--- src/design/status_lines_pkg.sv ---
/*
 * Constants for the host status lines block: time base, debounce window,
 * LED blink pattern times and LED mode encodings.
 * Assumes a single 125 MHz clock; all times are converted to tick counts here.
 */
`default_nettype none
package status_lines_pkg;
    // Clock rate and the 1 ms time base
    localparam int unsigned CLK_HZ          = 125_000_000;
    localparam int unsigned TICK_US         = 1000;
    localparam int unsigned TICK_CYCLES     = CLK_HZ / 1_000_000 * TICK_US;
    // Radio disable settle window, in ms; the settle point lies inside it
    localparam int unsigned RADIO_DISABLE_SETTLE_TIME_MIN_MS = 5000;
    localparam int unsigned RADIO_DISABLE_SETTLE_TIME_MAX_MS = 7000;
    localparam int unsigned SETTLE_TICKS    = RADIO_DISABLE_SETTLE_TIME_MIN_MS
                                            + (RADIO_DISABLE_SETTLE_TIME_MAX_MS
                                            - RADIO_DISABLE_SETTLE_TIME_MIN_MS) / 2;
    // LED pattern times in ms
    localparam int unsigned LED_ON_MS       = 200;
    localparam int unsigned SLOW_OFF_MS     = 2000;
    localparam int unsigned QUICK_OFF_MS    = 600;
    // Fastest blink supported: 10 Hz means a 100 ms full period
    localparam int unsigned MAX_BLINK_HZ    = 10;
    localparam int unsigned MIN_PERIOD_MS   = 1000 / MAX_BLINK_HZ;
    // Reset values
    localparam logic        RADIO_ON_RESET  = 1'b1;
    localparam logic        LED_RESET       = 1'b0;

    typedef enum logic [1:0] {
        LED_PAT_OFF,
        LED_PAT_STEADY,
        LED_PAT_SLOW,
        LED_PAT_QUICK
    } led_pattern_type;
endpackage
`default_nettype wire

--- src/design/host_status_lines.sv ---
/*
 * Discrete status and control lines between the module and its host:
 * active-low host wake, buzzer enable, active-low radio disable with a long
 * settle time, and the status LED blink generator.
 * Assumes the radio disable pin is asynchronous to ref_clk; all other
 * inputs come from logic on ref_clk. Wake pin is a tri-state pad driven high and low:
 * three signals, output enable low while driving.
 * Assumes a pull-up outside the block holds the wake pin high while the
 * pad is released, and that the LED phase lengths come from software
 * settings that change only rarely. Every slow time is counted in whole
 * milliseconds from one shared enable pulse.
 */
// What this block does
// - Wake output high when nothing pending
// - Wake request drives wake output low
// - Trigger condition asserts wake output
// - Disable input low enters radio standby
// - Disable input high keeps radio on
// - Single buzzer enable output
// - Powered, unregistered: LED steady on
// - Registered idle: 200 ms on, 2 s off
// - Traffic: 200 ms on, 600 ms off
// - Blink rates up to 10 Hz supported
// - Software selects LED enable and periods
`default_nettype none
module host_status_lines #(
    parameter int unsigned MS_CYCLES     = status_lines_pkg::TICK_CYCLES,
    parameter int unsigned SETTLE_MS     = status_lines_pkg::SETTLE_TICKS,
    parameter int unsigned TIME_WIDTH    = 16
) (
    input  wire logic ref_clk,
    input  wire logic sys_rst,
    // Wake request from the trigger logic, level
    input  wire logic wake_trigger,
    // Pad readback of the wake pin; kept for the pad, the logic drives blind
    input  wire logic host_wake_n_in,
    output logic      host_wake_n_out,
    output logic      host_wake_n_oe_n,
    // Radio disable pin from host, active low, asynchronous
    input  wire logic radio_disable_n,
    output logic      radio_enabled,
    // Buzzer
    input  wire logic buzzer_request,
    output logic      buzzer_en,
    // Network status from the modem core
    input  wire logic powered_on,
    input  wire logic registered,
    input  wire logic traffic_active,
    // LED configuration from software settings
    // Phase lengths in ms; values under the 10 Hz floor are raised to it
    input  wire logic                  led_enable,
    input  wire logic [TIME_WIDTH-1:0] led_on_ms,
    input  wire logic [TIME_WIDTH-1:0] led_slow_off_ms,
    input  wire logic [TIME_WIDTH-1:0] led_quick_off_ms,
    output logic      status_led_out
);
    // Elaboration checks: the counters below cannot serve other values
    if (MS_CYCLES < 2) begin : g_bad_ms_cycles
        $error("host_status_lines: MS_CYCLES must be at least 2");
    end
    if (SETTLE_MS < 1) begin : g_bad_settle_ms
        $error("host_status_lines: SETTLE_MS must be at least 1");
    end
    // The phase counters must hold the longest phase, and the monitor's
    // on phase length check is done in 32-bit arithmetic
    if (TIME_WIDTH < 12) begin : g_narrow_time
        $error("host_status_lines: TIME_WIDTH must be at least 12");
    end
    if (TIME_WIDTH > 31) begin : g_wide_time
        $error("host_status_lines: TIME_WIDTH must be at most 31");
    end
    // At the real tick rate the settle point must stay inside its window
    if (MS_CYCLES == status_lines_pkg::TICK_CYCLES
        && (SETTLE_MS < status_lines_pkg::RADIO_DISABLE_SETTLE_TIME_MIN_MS
        || SETTLE_MS > status_lines_pkg::RADIO_DISABLE_SETTLE_TIME_MAX_MS)) begin : g_bad_window
        $error("host_status_lines: SETTLE_MS outside the settle window");
    end

    localparam int unsigned MS_W = $clog2(MS_CYCLES);
    localparam int unsigned ST_W = $clog2(SETTLE_MS + 1);

    // Millisecond enable pulse
    // One shared enable paces every slow counter; no second clock is made.
    // The count restarts with reset, so the first millisecond is whole.
    logic [MS_W-1:0] ms_cnt_q;
    logic            ms_tick;
    assign ms_tick = (ms_cnt_q == MS_W'(MS_CYCLES - 1));

    always_ff @(posedge ref_clk) begin
        if (sys_rst || ms_tick) begin
            ms_cnt_q <= '0;
        end else begin
            ms_cnt_q <= ms_cnt_q + 1'b1;
        end
    end

    // Host wake: pin released while in reset, high idle, low on a trigger.
    // The pin value comes straight from a flop so the host never sees a
    // combinational glitch on its wake line.
    logic wake_n_q;
    always_ff @(posedge ref_clk) begin
        if (sys_rst) begin
            wake_n_q <= 1'b1;
        end else begin
            wake_n_q <= ~wake_trigger;
        end
    end

    assign host_wake_n_out = wake_n_q;

    // The pad is released for the whole reset and one cycle beyond it, so
    // the first driven value is already the settled idle level.
    // No reset branch: this flop only copies the reset line.
    logic reset_seen_q;
    always_ff @(posedge ref_clk) begin
        reset_seen_q <= sys_rst;
    end
    assign host_wake_n_oe_n = sys_rst | reset_seen_q;

    // Radio disable: two-stage synchroniser, then settle counter
    // Only the second flop is read; the first may still be resolving
    logic dis_meta_q;
    logic dis_sync_q;
    always_ff @(posedge ref_clk) begin
        if (sys_rst) begin
            dis_meta_q <= 1'b1;
            dis_sync_q <= 1'b1;
        end else begin
            dis_meta_q <= radio_disable_n;
            dis_sync_q <= dis_meta_q;
        end
    end

    // Any change of level restarts the settle count, so glitches never act.
    // The host must therefore hold each level for the full settle time.
    // The settle point sits in the middle of the allowed window, which
    // leaves margin on both sides for the phase of the time base.
    logic            dis_last_q;
    logic [ST_W-1:0] settle_q;
    logic            level_moved;
    logic            level_differs;
    logic            settle_done;

    assign level_moved   = (dis_sync_q != dis_last_q);
    assign level_differs = (dis_sync_q != radio_enabled);
    assign settle_done   = ms_tick && !level_moved && level_differs
                        && (settle_q == ST_W'(SETTLE_MS - 1));

    always_ff @(posedge ref_clk) begin
        if (sys_rst) begin
            dis_last_q <= 1'b1;
        end else begin
            dis_last_q <= dis_sync_q;
        end
    end

    // Counts whole milliseconds while the synchronised level differs;
    // a level that returns to the current mode clears the count
    always_ff @(posedge ref_clk) begin
        if (sys_rst || level_moved || !level_differs || settle_done) begin
            settle_q <= '0;
        end else if (ms_tick) begin
            settle_q <= settle_q + 1'b1;
        end
    end

    always_ff @(posedge ref_clk) begin
        if (sys_rst) begin
            radio_enabled <= status_lines_pkg::RADIO_ON_RESET;
        end else if (settle_done) begin
            radio_enabled <= dis_sync_q;
        end
    end

    // Buzzer: one binary line
    // Registered so the buzzer line only moves on a clock edge
    always_ff @(posedge ref_clk) begin
        if (sys_rst) begin
            buzzer_en <= 1'b0;
        end else begin
            buzzer_en <= buzzer_request;
        end
    end

    // LED pattern selection
    // Traffic outranks registration, which outranks power alone;
    // an unpowered module has nothing to report, so the LED stays dark
    status_lines_pkg::led_pattern_type want_pat;
    always_comb begin
        if (!led_enable || !powered_on) begin
            want_pat = status_lines_pkg::LED_PAT_OFF;
        end else if (registered && traffic_active) begin
            want_pat = status_lines_pkg::LED_PAT_QUICK;
        end else if (registered) begin
            want_pat = status_lines_pkg::LED_PAT_SLOW;
        end else begin
            want_pat = status_lines_pkg::LED_PAT_STEADY;
        end
    end

    // Times below the 10 Hz limit are clamped to keep each phase >= 50 ms
    // Clamping trades exact short phases for a flash that is always visible
    localparam logic [TIME_WIDTH-1:0] MIN_PHASE =
        TIME_WIDTH'(status_lines_pkg::MIN_PERIOD_MS / 2);
    function automatic logic [TIME_WIDTH-1:0] clamp(input logic [TIME_WIDTH-1:0] t);
        clamp = (t < MIN_PHASE) ? MIN_PHASE : t;
    endfunction

    status_lines_pkg::led_pattern_type pat_q;
    logic                  phase_on_q;
    logic [TIME_WIDTH-1:0] phase_cnt_q;
    logic [TIME_WIDTH-1:0] on_len;
    logic [TIME_WIDTH-1:0] off_len;
    logic                  phase_done;
    logic                  period_end;

    logic [TIME_WIDTH-1:0] phase_len;

    assign on_len = clamp(led_on_ms);

    // Only the quick pattern has its own off time
    always_comb begin
        if (pat_q == status_lines_pkg::LED_PAT_QUICK) begin
            off_len = clamp(led_quick_off_ms);
        end else begin
            off_len = clamp(led_slow_off_ms);
        end
    end

    always_comb begin
        if (phase_on_q) begin
            phase_len = on_len;
        end else begin
            phase_len = off_len;
        end
    end

    assign phase_done = ms_tick && (phase_cnt_q == phase_len - 1'b1);

    // Steady and off have no period; a blink pattern ends after its off phase
    always_comb begin
        if (pat_q == status_lines_pkg::LED_PAT_OFF) begin
            period_end = 1'b1;
        end else if (pat_q == status_lines_pkg::LED_PAT_STEADY) begin
            period_end = 1'b1;
        end else begin
            period_end = phase_done && !phase_on_q;
        end
    end

    // A pattern change waits for the end of the running period so the host
    // never sees a shortened flash; disabling the LED acts at once.
    logic pat_switch;
    logic phase_restart;
    assign pat_switch    = period_end && (want_pat != pat_q);
    assign phase_restart = pat_switch || !led_enable;

    always_ff @(posedge ref_clk) begin
        if (sys_rst) begin
            pat_q <= status_lines_pkg::LED_PAT_OFF;
        end else if (pat_switch) begin
            pat_q <= want_pat;
        end else if (!led_enable) begin
            pat_q <= status_lines_pkg::LED_PAT_OFF;
        end
    end

    // Every pattern starts with its on phase
    always_ff @(posedge ref_clk) begin
        if (sys_rst || phase_restart) begin
            phase_on_q <= 1'b1;
        end else if (phase_done) begin
            phase_on_q <= ~phase_on_q;
        end
    end

    // Counts whole milliseconds of the running phase
    always_ff @(posedge ref_clk) begin
        if (sys_rst || phase_restart || phase_done) begin
            phase_cnt_q <= '0;
        end else if (ms_tick) begin
            phase_cnt_q <= phase_cnt_q + 1'b1;
        end
    end

    // Registered so a pattern switch never leaves a runt pulse on the pin
    always_ff @(posedge ref_clk) begin
        if (sys_rst) begin
            status_led_out <= status_lines_pkg::LED_RESET;
        end else begin
            unique case (pat_q)
                status_lines_pkg::LED_PAT_OFF:    status_led_out <= 1'b0;
                status_lines_pkg::LED_PAT_STEADY: status_led_out <= 1'b1;
                status_lines_pkg::LED_PAT_SLOW,
                status_lines_pkg::LED_PAT_QUICK:  status_led_out <= phase_on_q;
            endcase
        end
    end
endmodule // host_status_lines
`default_nettype wire

--- config.mk ---
export PLATFORM = sky130hd
export DESIGN_NAME = host_status_lines
export DESIGN_NICKNAME = d
export VERILOG_FILES = /design/src/design/status_lines_pkg.sv /design/src/design/host_status_lines.sv
export SDC_FILE = /design/constraint.sdc
export NUM_CORES = 1
export LEC_CHECK = 0
export CAP_MARGIN = 20
export CORE_MARGIN = 1
export CORE_UTILIZATION = 64
export DETAILED_ROUTE_END_ITERATION = 8
export DONT_BUFFER_PORTS = 1
export GPL_ROUTABILITY_DRIVEN = 0
export GPL_TIMING_DRIVEN = 0
export PLACE_DENSITY = 0.8
export SYNTH_ARGS = -nofsm -noshare
export SYNTH_HDL_FRONTEND = slang
export SYNTH_SLANG_ARGS = --single-unit
export TNS_END_PERCENT = 10
--- constraint.sdc ---
create_clock -name ref_clk -period 4.7 [get_ports ref_clk]
set_input_delay 0.94 -clock ref_clk [delete_from_list [all_inputs] [get_ports ref_clk]]
set_output_delay 0.94 -clock ref_clk [all_outputs]
set_load 0.005 [all_outputs]
==> results of run 1 <==
==> placed cells by master, fill, tap and decap left out, drive strengths merged, types with 9 or more instances in the layout <==
cell    instances
nand4          16
nor4            9
dfxtp          57
and3           16
nand2          38
inv             9
a21oi           9
nor2           63
nand3          15
xnor2          29
clkbuf         18
xor2           32
o21ai          10
==> metrics by stage <==
stage	worst slack [ns]	hold WS [ns]	util [%]
global placement	0.474	0.393	67.8
CTS	0.724	0.441	71.4
finish	0.687	0.435	71.4
global route	0.539	0.450	71.4
floorplan	1.03	0.389	-
detailed placement	0.401	0.398	67.8
==> path summary, 6_finish.rpt <==
| check | endpoint | from | slack, ns | depth (start not counted) |
|---|---|---|---|---|
| min | dis_sync_q | dis_meta_q | 0.43 | 1 |
| max reg2reg | phase_on_q | pat_q[1] | 1.09 | 11 |
| max | phase_on_q | led_quick_off_ms[14] | 0.69 | 11 |
| min reg2reg | dis_sync_q | dis_meta_q | 0.43 | 1 |
==> layout make-up <==
| class | count | area, um2 | area share, % |
|---|---|---|---|
| multi-input combinational | 351 | 2400 | 61.0 |
| sequential | 57 | 1140 | 29.0 |
| clock buffer | 10 | 138 | 3.50 |
| tap | 72 | 90.1 | 2.29 |
| buffer | 14 | 73.8 | 1.88 |
| clock inverter | 5 | 56.3 | 1.43 |
| inverter | 9 | 33.8 | 0.860 |
==> critical path: stages <==
cell,delay [ns]
nor4_2,0.38
a41oi_1,0.37
a221oi_2,0.53
ha_1,0.27
and4_1,0.29
nand4_1,0.22
and4_1,0.31
a41oi_2,0.21
a31oi_4,0.13
and2_1,0.18
or3b_1,0.39
==> cells by family after synthesis <==
kind of cell / share of synthesized area [%]
and+or+nand+nor: 31.7
AOI/OAI and AO/OA: 16.1
xor gates and xnor gates: 14.7
DFF: 31.3
buffers and inverters: 2.95
muxes: 1.92
adders and majority gates: 1.37
==> power groups by stage <==
| stage | clock, mW | sequential [mW] | combinational (mW) |
|---|---|---|---|
| after global placement | 0 | 0.503 | 0.0736 |
| final | 0.453 | 0.492 | 0.0767 |
| after CTS | 0.457 | 0.492 | 0.0763 |
| after global routing | 0.481 | 0.492 | 0.0846 |
| after floorplan | 0 | 0.502 | 0.0618 |
| after detailed placement | 0 | 0.503 | 0.0755 |
==> flip-flops by register name, indices dropped and copies added (netlist names) <==
name,flops
settle_q,13
radio_enabled,1
host_wake_n_out,1
reset_seen_q,1
phase_on_q,1
status_led_out,1
ms_cnt_q,17
phase_cnt_q,16
buzzer_en,1
dis_meta_q,1
dis_sync_q,1
dis_last_q,1
pat_q,2
==> per-layer routing <==
layer	vias to the layer above	track usage, %	part of all wire [%]
met3	15	6.59	6.2
met2	92	44.8	45
met5	-	0	0
li1	1577	-	-
met4	0	10.0	1.3
met1	1555	38.4	47
==> impl_metrics.env, run 1 <==
export IMPL_ys_seq_area_share_pct=31.3
export IMPL_leakage_nw=1.34
export IMPL_worstSkewPairLatency_ns=0.34
export IMPL_finalCriticalPeriod_ns=4.01
export IMPL_coreArea_um2=5510
export IMPL_async_reset_ff_share_pct=0
export IMPL_finalCritPeriodShare_pct=85.4
export IMPL_gr_total_overflow=0
export IMPL_drtIter0Drc=153
export IMPL_grt_usage_pct=28.6
export IMPL_routed_wl_mm=8.21
export IMPL_hold_buffers=0
export IMPL_via_per_inst=6.25
export IMPL_synth_ff_type="dfxtp_1"
export IMPL_outcome="complete, no violations"
export IMPL_rsz0062_at_grt="no"
export IMPL_pwr_share_seq_pct=48.2
export IMPL_cts_buffer_depth=2
export IMPL_grt_pass1_vias=2993
export IMPL_synth_area_top_cells="dfxtp_1, xor2_1, xnor2_1"
export IMPL_start_kind="input port"
export IMPL_combinationalPowerShare_pct=7.5
export IMPL_pwr_share_clk_pct=44.3
export IMPL_grt_pass1_wl_mm=13.6
export IMPL_wl_per_cell_um=15.8
export IMPL_initial_core_util_pct=66.2
export IMPL_setup_viol=0
export IMPL_max_vdd_ir_drop_mv=0.289
export IMPL_hold_viol_final=0
export IMPL_first_pass_iters=5
export IMPL_crit_required_ns=4.91
export IMPL_power_density_nw_per_um2=260
export IMPL_grt_max_degree=11
export IMPL_p_sw_share_pct=24.1
export IMPL_syn2layout_area_growth_pct=7.79
export IMPL_place_detailed_instances=503
export IMPL_p_switching_mw=0.246
export IMPL_worstMarginPinSlew_ns=0.873
export IMPL_synth_top_area_share_pct=31.3
export IMPL_finalClockSkew_ns=0.00905
export IMPL_cts_buffers_inserted=9
export IMPL_setup_tns_ns=0
export IMPL_cts_setup_buffers=0
export IMPL_final_layout_size_suffix_gt1_share_pct=10.3
export IMPL_yosys_top_cells_count="nor2_1, dfxtp_1, nand2_1"
export IMPL_arrival_ns=4.22
export IMPL_slew_violations=0
export IMPL_die_x_um=77.5
export IMPL_ys_types=60
export IMPL_total_power_mw=1.02
export IMPL_port_buffers=0
export IMPL_synth_top_area_cell="dfxtp_1"
export IMPL_hold_path_class="reg2reg"
export IMPL_row_count=27
export IMPL_ctsResizeCount=0
export IMPL_clkTransAtPathRegs_ns=0.06
export IMPL_synth_edf_count=0
export IMPL_syn_area_um2=3650
export IMPL_vias=3239
export IMPL_htreeDepth=3
export IMPL_crit_path_max_fanout=7
export IMPL_post_dp_cell_area_um2=3740
export IMPL_ys_warnings_count=0
export IMPL_antennaDiodeCount=0
export IMPL_yosysMostFrequentCell="nor2_1"
export IMPL_final_area_um2=3930
export IMPL_ios=63
export IMPL_max_freq_ghz=0.249
export IMPL_layoutNonFillerInstCount=518
export IMPL_antenna_found_initial=0
export IMPL_cts_tree="yes"
export IMPL_intPower_mw=0.776
export IMPL_path_class="in2reg"
export IMPL_nets=504
export IMPL_hpwl_mm=6.24
export IMPL_drc=0
export IMPL_postSynthAreaPerCell_um2=8.46
export IMPL_detail_route_antenna_nets=0
export IMPL_endpoint_kind="register"
export IMPL_synth_seq_cells=57
export IMPL_synth_nets=493
export IMPL_fillCellCount=414
export IMPL_die_y_um=77.5
export IMPL_cts_sinks=57
export IMPL_max_slew_margin_rel_pct=41.8
export IMPL_clock_root_buffer="clkbuf_8"
export IMPL_dieArea_um2=6000
export IMPL_syn_inst=431
export IMPL_cap_violations=0
No activity file was read; power rests on OpenSTA's default activity.
==> run 2: changes to the inputs <==
- CORE_UTILIZATION: 64 -> 65
- CTS_BUF_LIST: default -> sky130_fd_sc_hd__clkbuf_2
- PLACE_DENSITY: 0.8 -> default
- PLACE_DENSITY_LB_ADDON: default -> 0.15
==> run 2 against run 1 <==
  * Fmax rose by 6.3%
  * Count of clock-buffer cells in the layout did not move
  * Final cell count fell by 0.19%
  * Die area fell by 1.5%
  * Hold slack improved by 0.0026 ns
  * Combinational power barely moved
  * Register-to-register slack barely moved
  * Via count fell by 0.15%
  * Critical path type unchanged
  * Critical endpoint is now phase_cnt_q[15]
  * Highest routed layer unchanged
==> impl_metrics.env, run 2 (synthesized netlist as in run 1, its figures left out) <==
export IMPL_vias=3234
export IMPL_hpwl_mm=6.18
export IMPL_ios=63
export IMPL_rsz0062_at_grt="no"
export IMPL_slew_violations=0
export IMPL_ctsResizeCount=0
export IMPL_crit_start="led_quick_off_ms[3]"
export IMPL_path_class="in2reg"
export IMPL_wl_per_cell_um=15.6
export IMPL_drc=0
export IMPL_largest_reg_flops=17
export IMPL_final_cell_mix="nor2_1, dfxtp_1, nand2_1"
export IMPL_cts_buffer_depth=2
export IMPL_drtIter0Drc=118
export IMPL_crit_family="compound AO/OA/AOI/OAI gates"
export IMPL_intPower_mw=0.643
export IMPL_syn2layout_area_growth_pct=5.39
export IMPL_r2r_slack_ns=1.09
export IMPL_gr_total_overflow=0
export IMPL_arrival_ns=4.12
export IMPL_finalCriticalPeriod_ns=3.78
export IMPL_max_freq_ghz=0.265
export IMPL_reg_largest_list="ms_cnt_q (17), phase_cnt_q (16), settle_q (13)"
export IMPL_coreArea_um2=5240
export IMPL_pwr_share_clk_pct=34.8
export IMPL_fillCellCount=420
export IMPL_routed_wl_mm=8.08
export IMPL_die_x_um=76.9
export IMPL_grt_pass1_wl_mm=13.7
export IMPL_cap_violations=0
export IMPL_p_switching_mw=0.230
export IMPL_cts_setup_buffers=0
export IMPL_crit_path_max_incr_delay_ns=0.49
export IMPL_place_detailed_instances=501
export IMPL_antenna_found_initial=0
export IMPL_initial_core_util_pct=69.6
export IMPL_worstSkewPairLatency_ns=0.47
export IMPL_hold_viol_final=0
export IMPL_port_buffers=0
export IMPL_clkTransAtPathRegs_ns=0.17
export IMPL_grt_max_degree=11
export IMPL_cts_tree="yes"
export IMPL_endpoint_kind="register"
export IMPL_outcome="complete, no violations"
export IMPL_p_sw_share_pct=26.3
export IMPL_via_per_inst=6.26
export IMPL_layout_commonest_cell="nor2_1"
export IMPL_worstMarginPinSlew_ns=0.840
export IMPL_clock_root_buffer="clkbuf_2"
export IMPL_setup_viol=0
export IMPL_finalClockSkew_ns=0.0379
export IMPL_final_layout_size_suffix_gt1_share_pct=10.1
export IMPL_nets=504
export IMPL_grt_pass1_vias=3180
export IMPL_pwr_share_seq_pct=56.4
export IMPL_power_density_nw_per_um2=227
export IMPL_finalCritPeriodShare_pct=80.3
export IMPL_start_kind="input port"
export IMPL_combinationalPowerShare_pct=8.8
export IMPL_max_slew_margin_rel_pct=43.5
export IMPL_first_pass_iters=4
export IMPL_crit_path_max_fanout=10
export IMPL_dieArea_um2=5910
export IMPL_row_count=26
export IMPL_max_vdd_ir_drop_mv=0.300
export IMPL_top_register="ms_cnt_q"
export IMPL_layoutNonFillerInstCount=517
export IMPL_reg2reg_from="pat_q[1]"
export IMPL_fin_hold_ws_ns=0.437
export IMPL_cts_buffers_inserted=9
export IMPL_grt_usage_pct=28.8
export IMPL_hold_buffers=0
export IMPL_cts_sinks=57
export IMPL_die_y_um=76.9
export IMPL_crit_required_ns=5.05
export IMPL_slowest_stage="a221oi_2"
export IMPL_setup_tns_ns=0
export IMPL_hold_path_class="reg2reg"
export IMPL_path_buf_inv=1
export IMPL_detail_route_antenna_nets=0
export IMPL_crit_chain="o311ai_1, a41oi_1, a221oi_2, ha_1, and4_1, nand3_1, mux2i_1, a2111o_1, a31oi_4, a21bo_2, buf_6, nor2_1"
export IMPL_htreeDepth=3
export IMPL_antennaDiodeCount=0
export IMPL_worstHoldStart="dis_meta_q"
export IMPL_leakage_nw=1.31
==> run 2: layout make-up <==
class,instances,area [um2],area share (%)
Multi-Input combinational cell,351,2400,62.4
Sequential cell,57,1140,29.7
Tap cell,70,87.6,2.28
Buffer,14,73.8,1.92
Clock inverter,6,58.8,1.53
Clock buffer,10,50.0,1.30
Inverter,9,33.8,0.879
==> run 2: path summary, 6_finish.rpt <==
check | end | cells after the start
setup / recovery | phase_cnt_q[15] | 12
hold / removal | dis_sync_q | 1
setup reg to reg | phase_cnt_q[15] | 13
hold reg to reg | dis_sync_q | 1
==> run 2: routing by layer <==
layer / routed length, um / part of all wire [%] / GRT usage (%) / vias up
met5: 0 / 0 / 0 / -
met1: 3460 / 43 / 33.2 / 1527
met4: 258 / 3.2 / 13.1 / 0
met3: 392 / 4.9 / 7.14 / 27
li1: - / - / - / 1584
met2: 3970 / 49 / 50.0 / 96
==> run 2: power by group through the flow <==
stage | Clock (mW) | Sequential [mW] | Combinational (mW)
finish | 0.304 | 0.493 | 0.0766
global route | 0.333 | 0.494 | 0.0845
CTS | 0.307 | 0.493 | 0.0761
detailed placement | 0 | 0.503 | 0.0755
global placement | 0 | 0.503 | 0.0730
floorplan | 0 | 0.502 | 0.0618
==> run 2: stage by stage <==
stage               setup slack, ns  util [%]  cell area (um2)  total power [mW]
floorplan                      1.03         -             3650             0.564
global placement              0.551      71.3             3730             0.576
detailed placement            0.512      71.3             3730             0.578
CTS                           0.995      73.4             3840             0.876
global route                  0.800      73.4             3840             0.911
finish                        0.924      73.4             3840             0.873
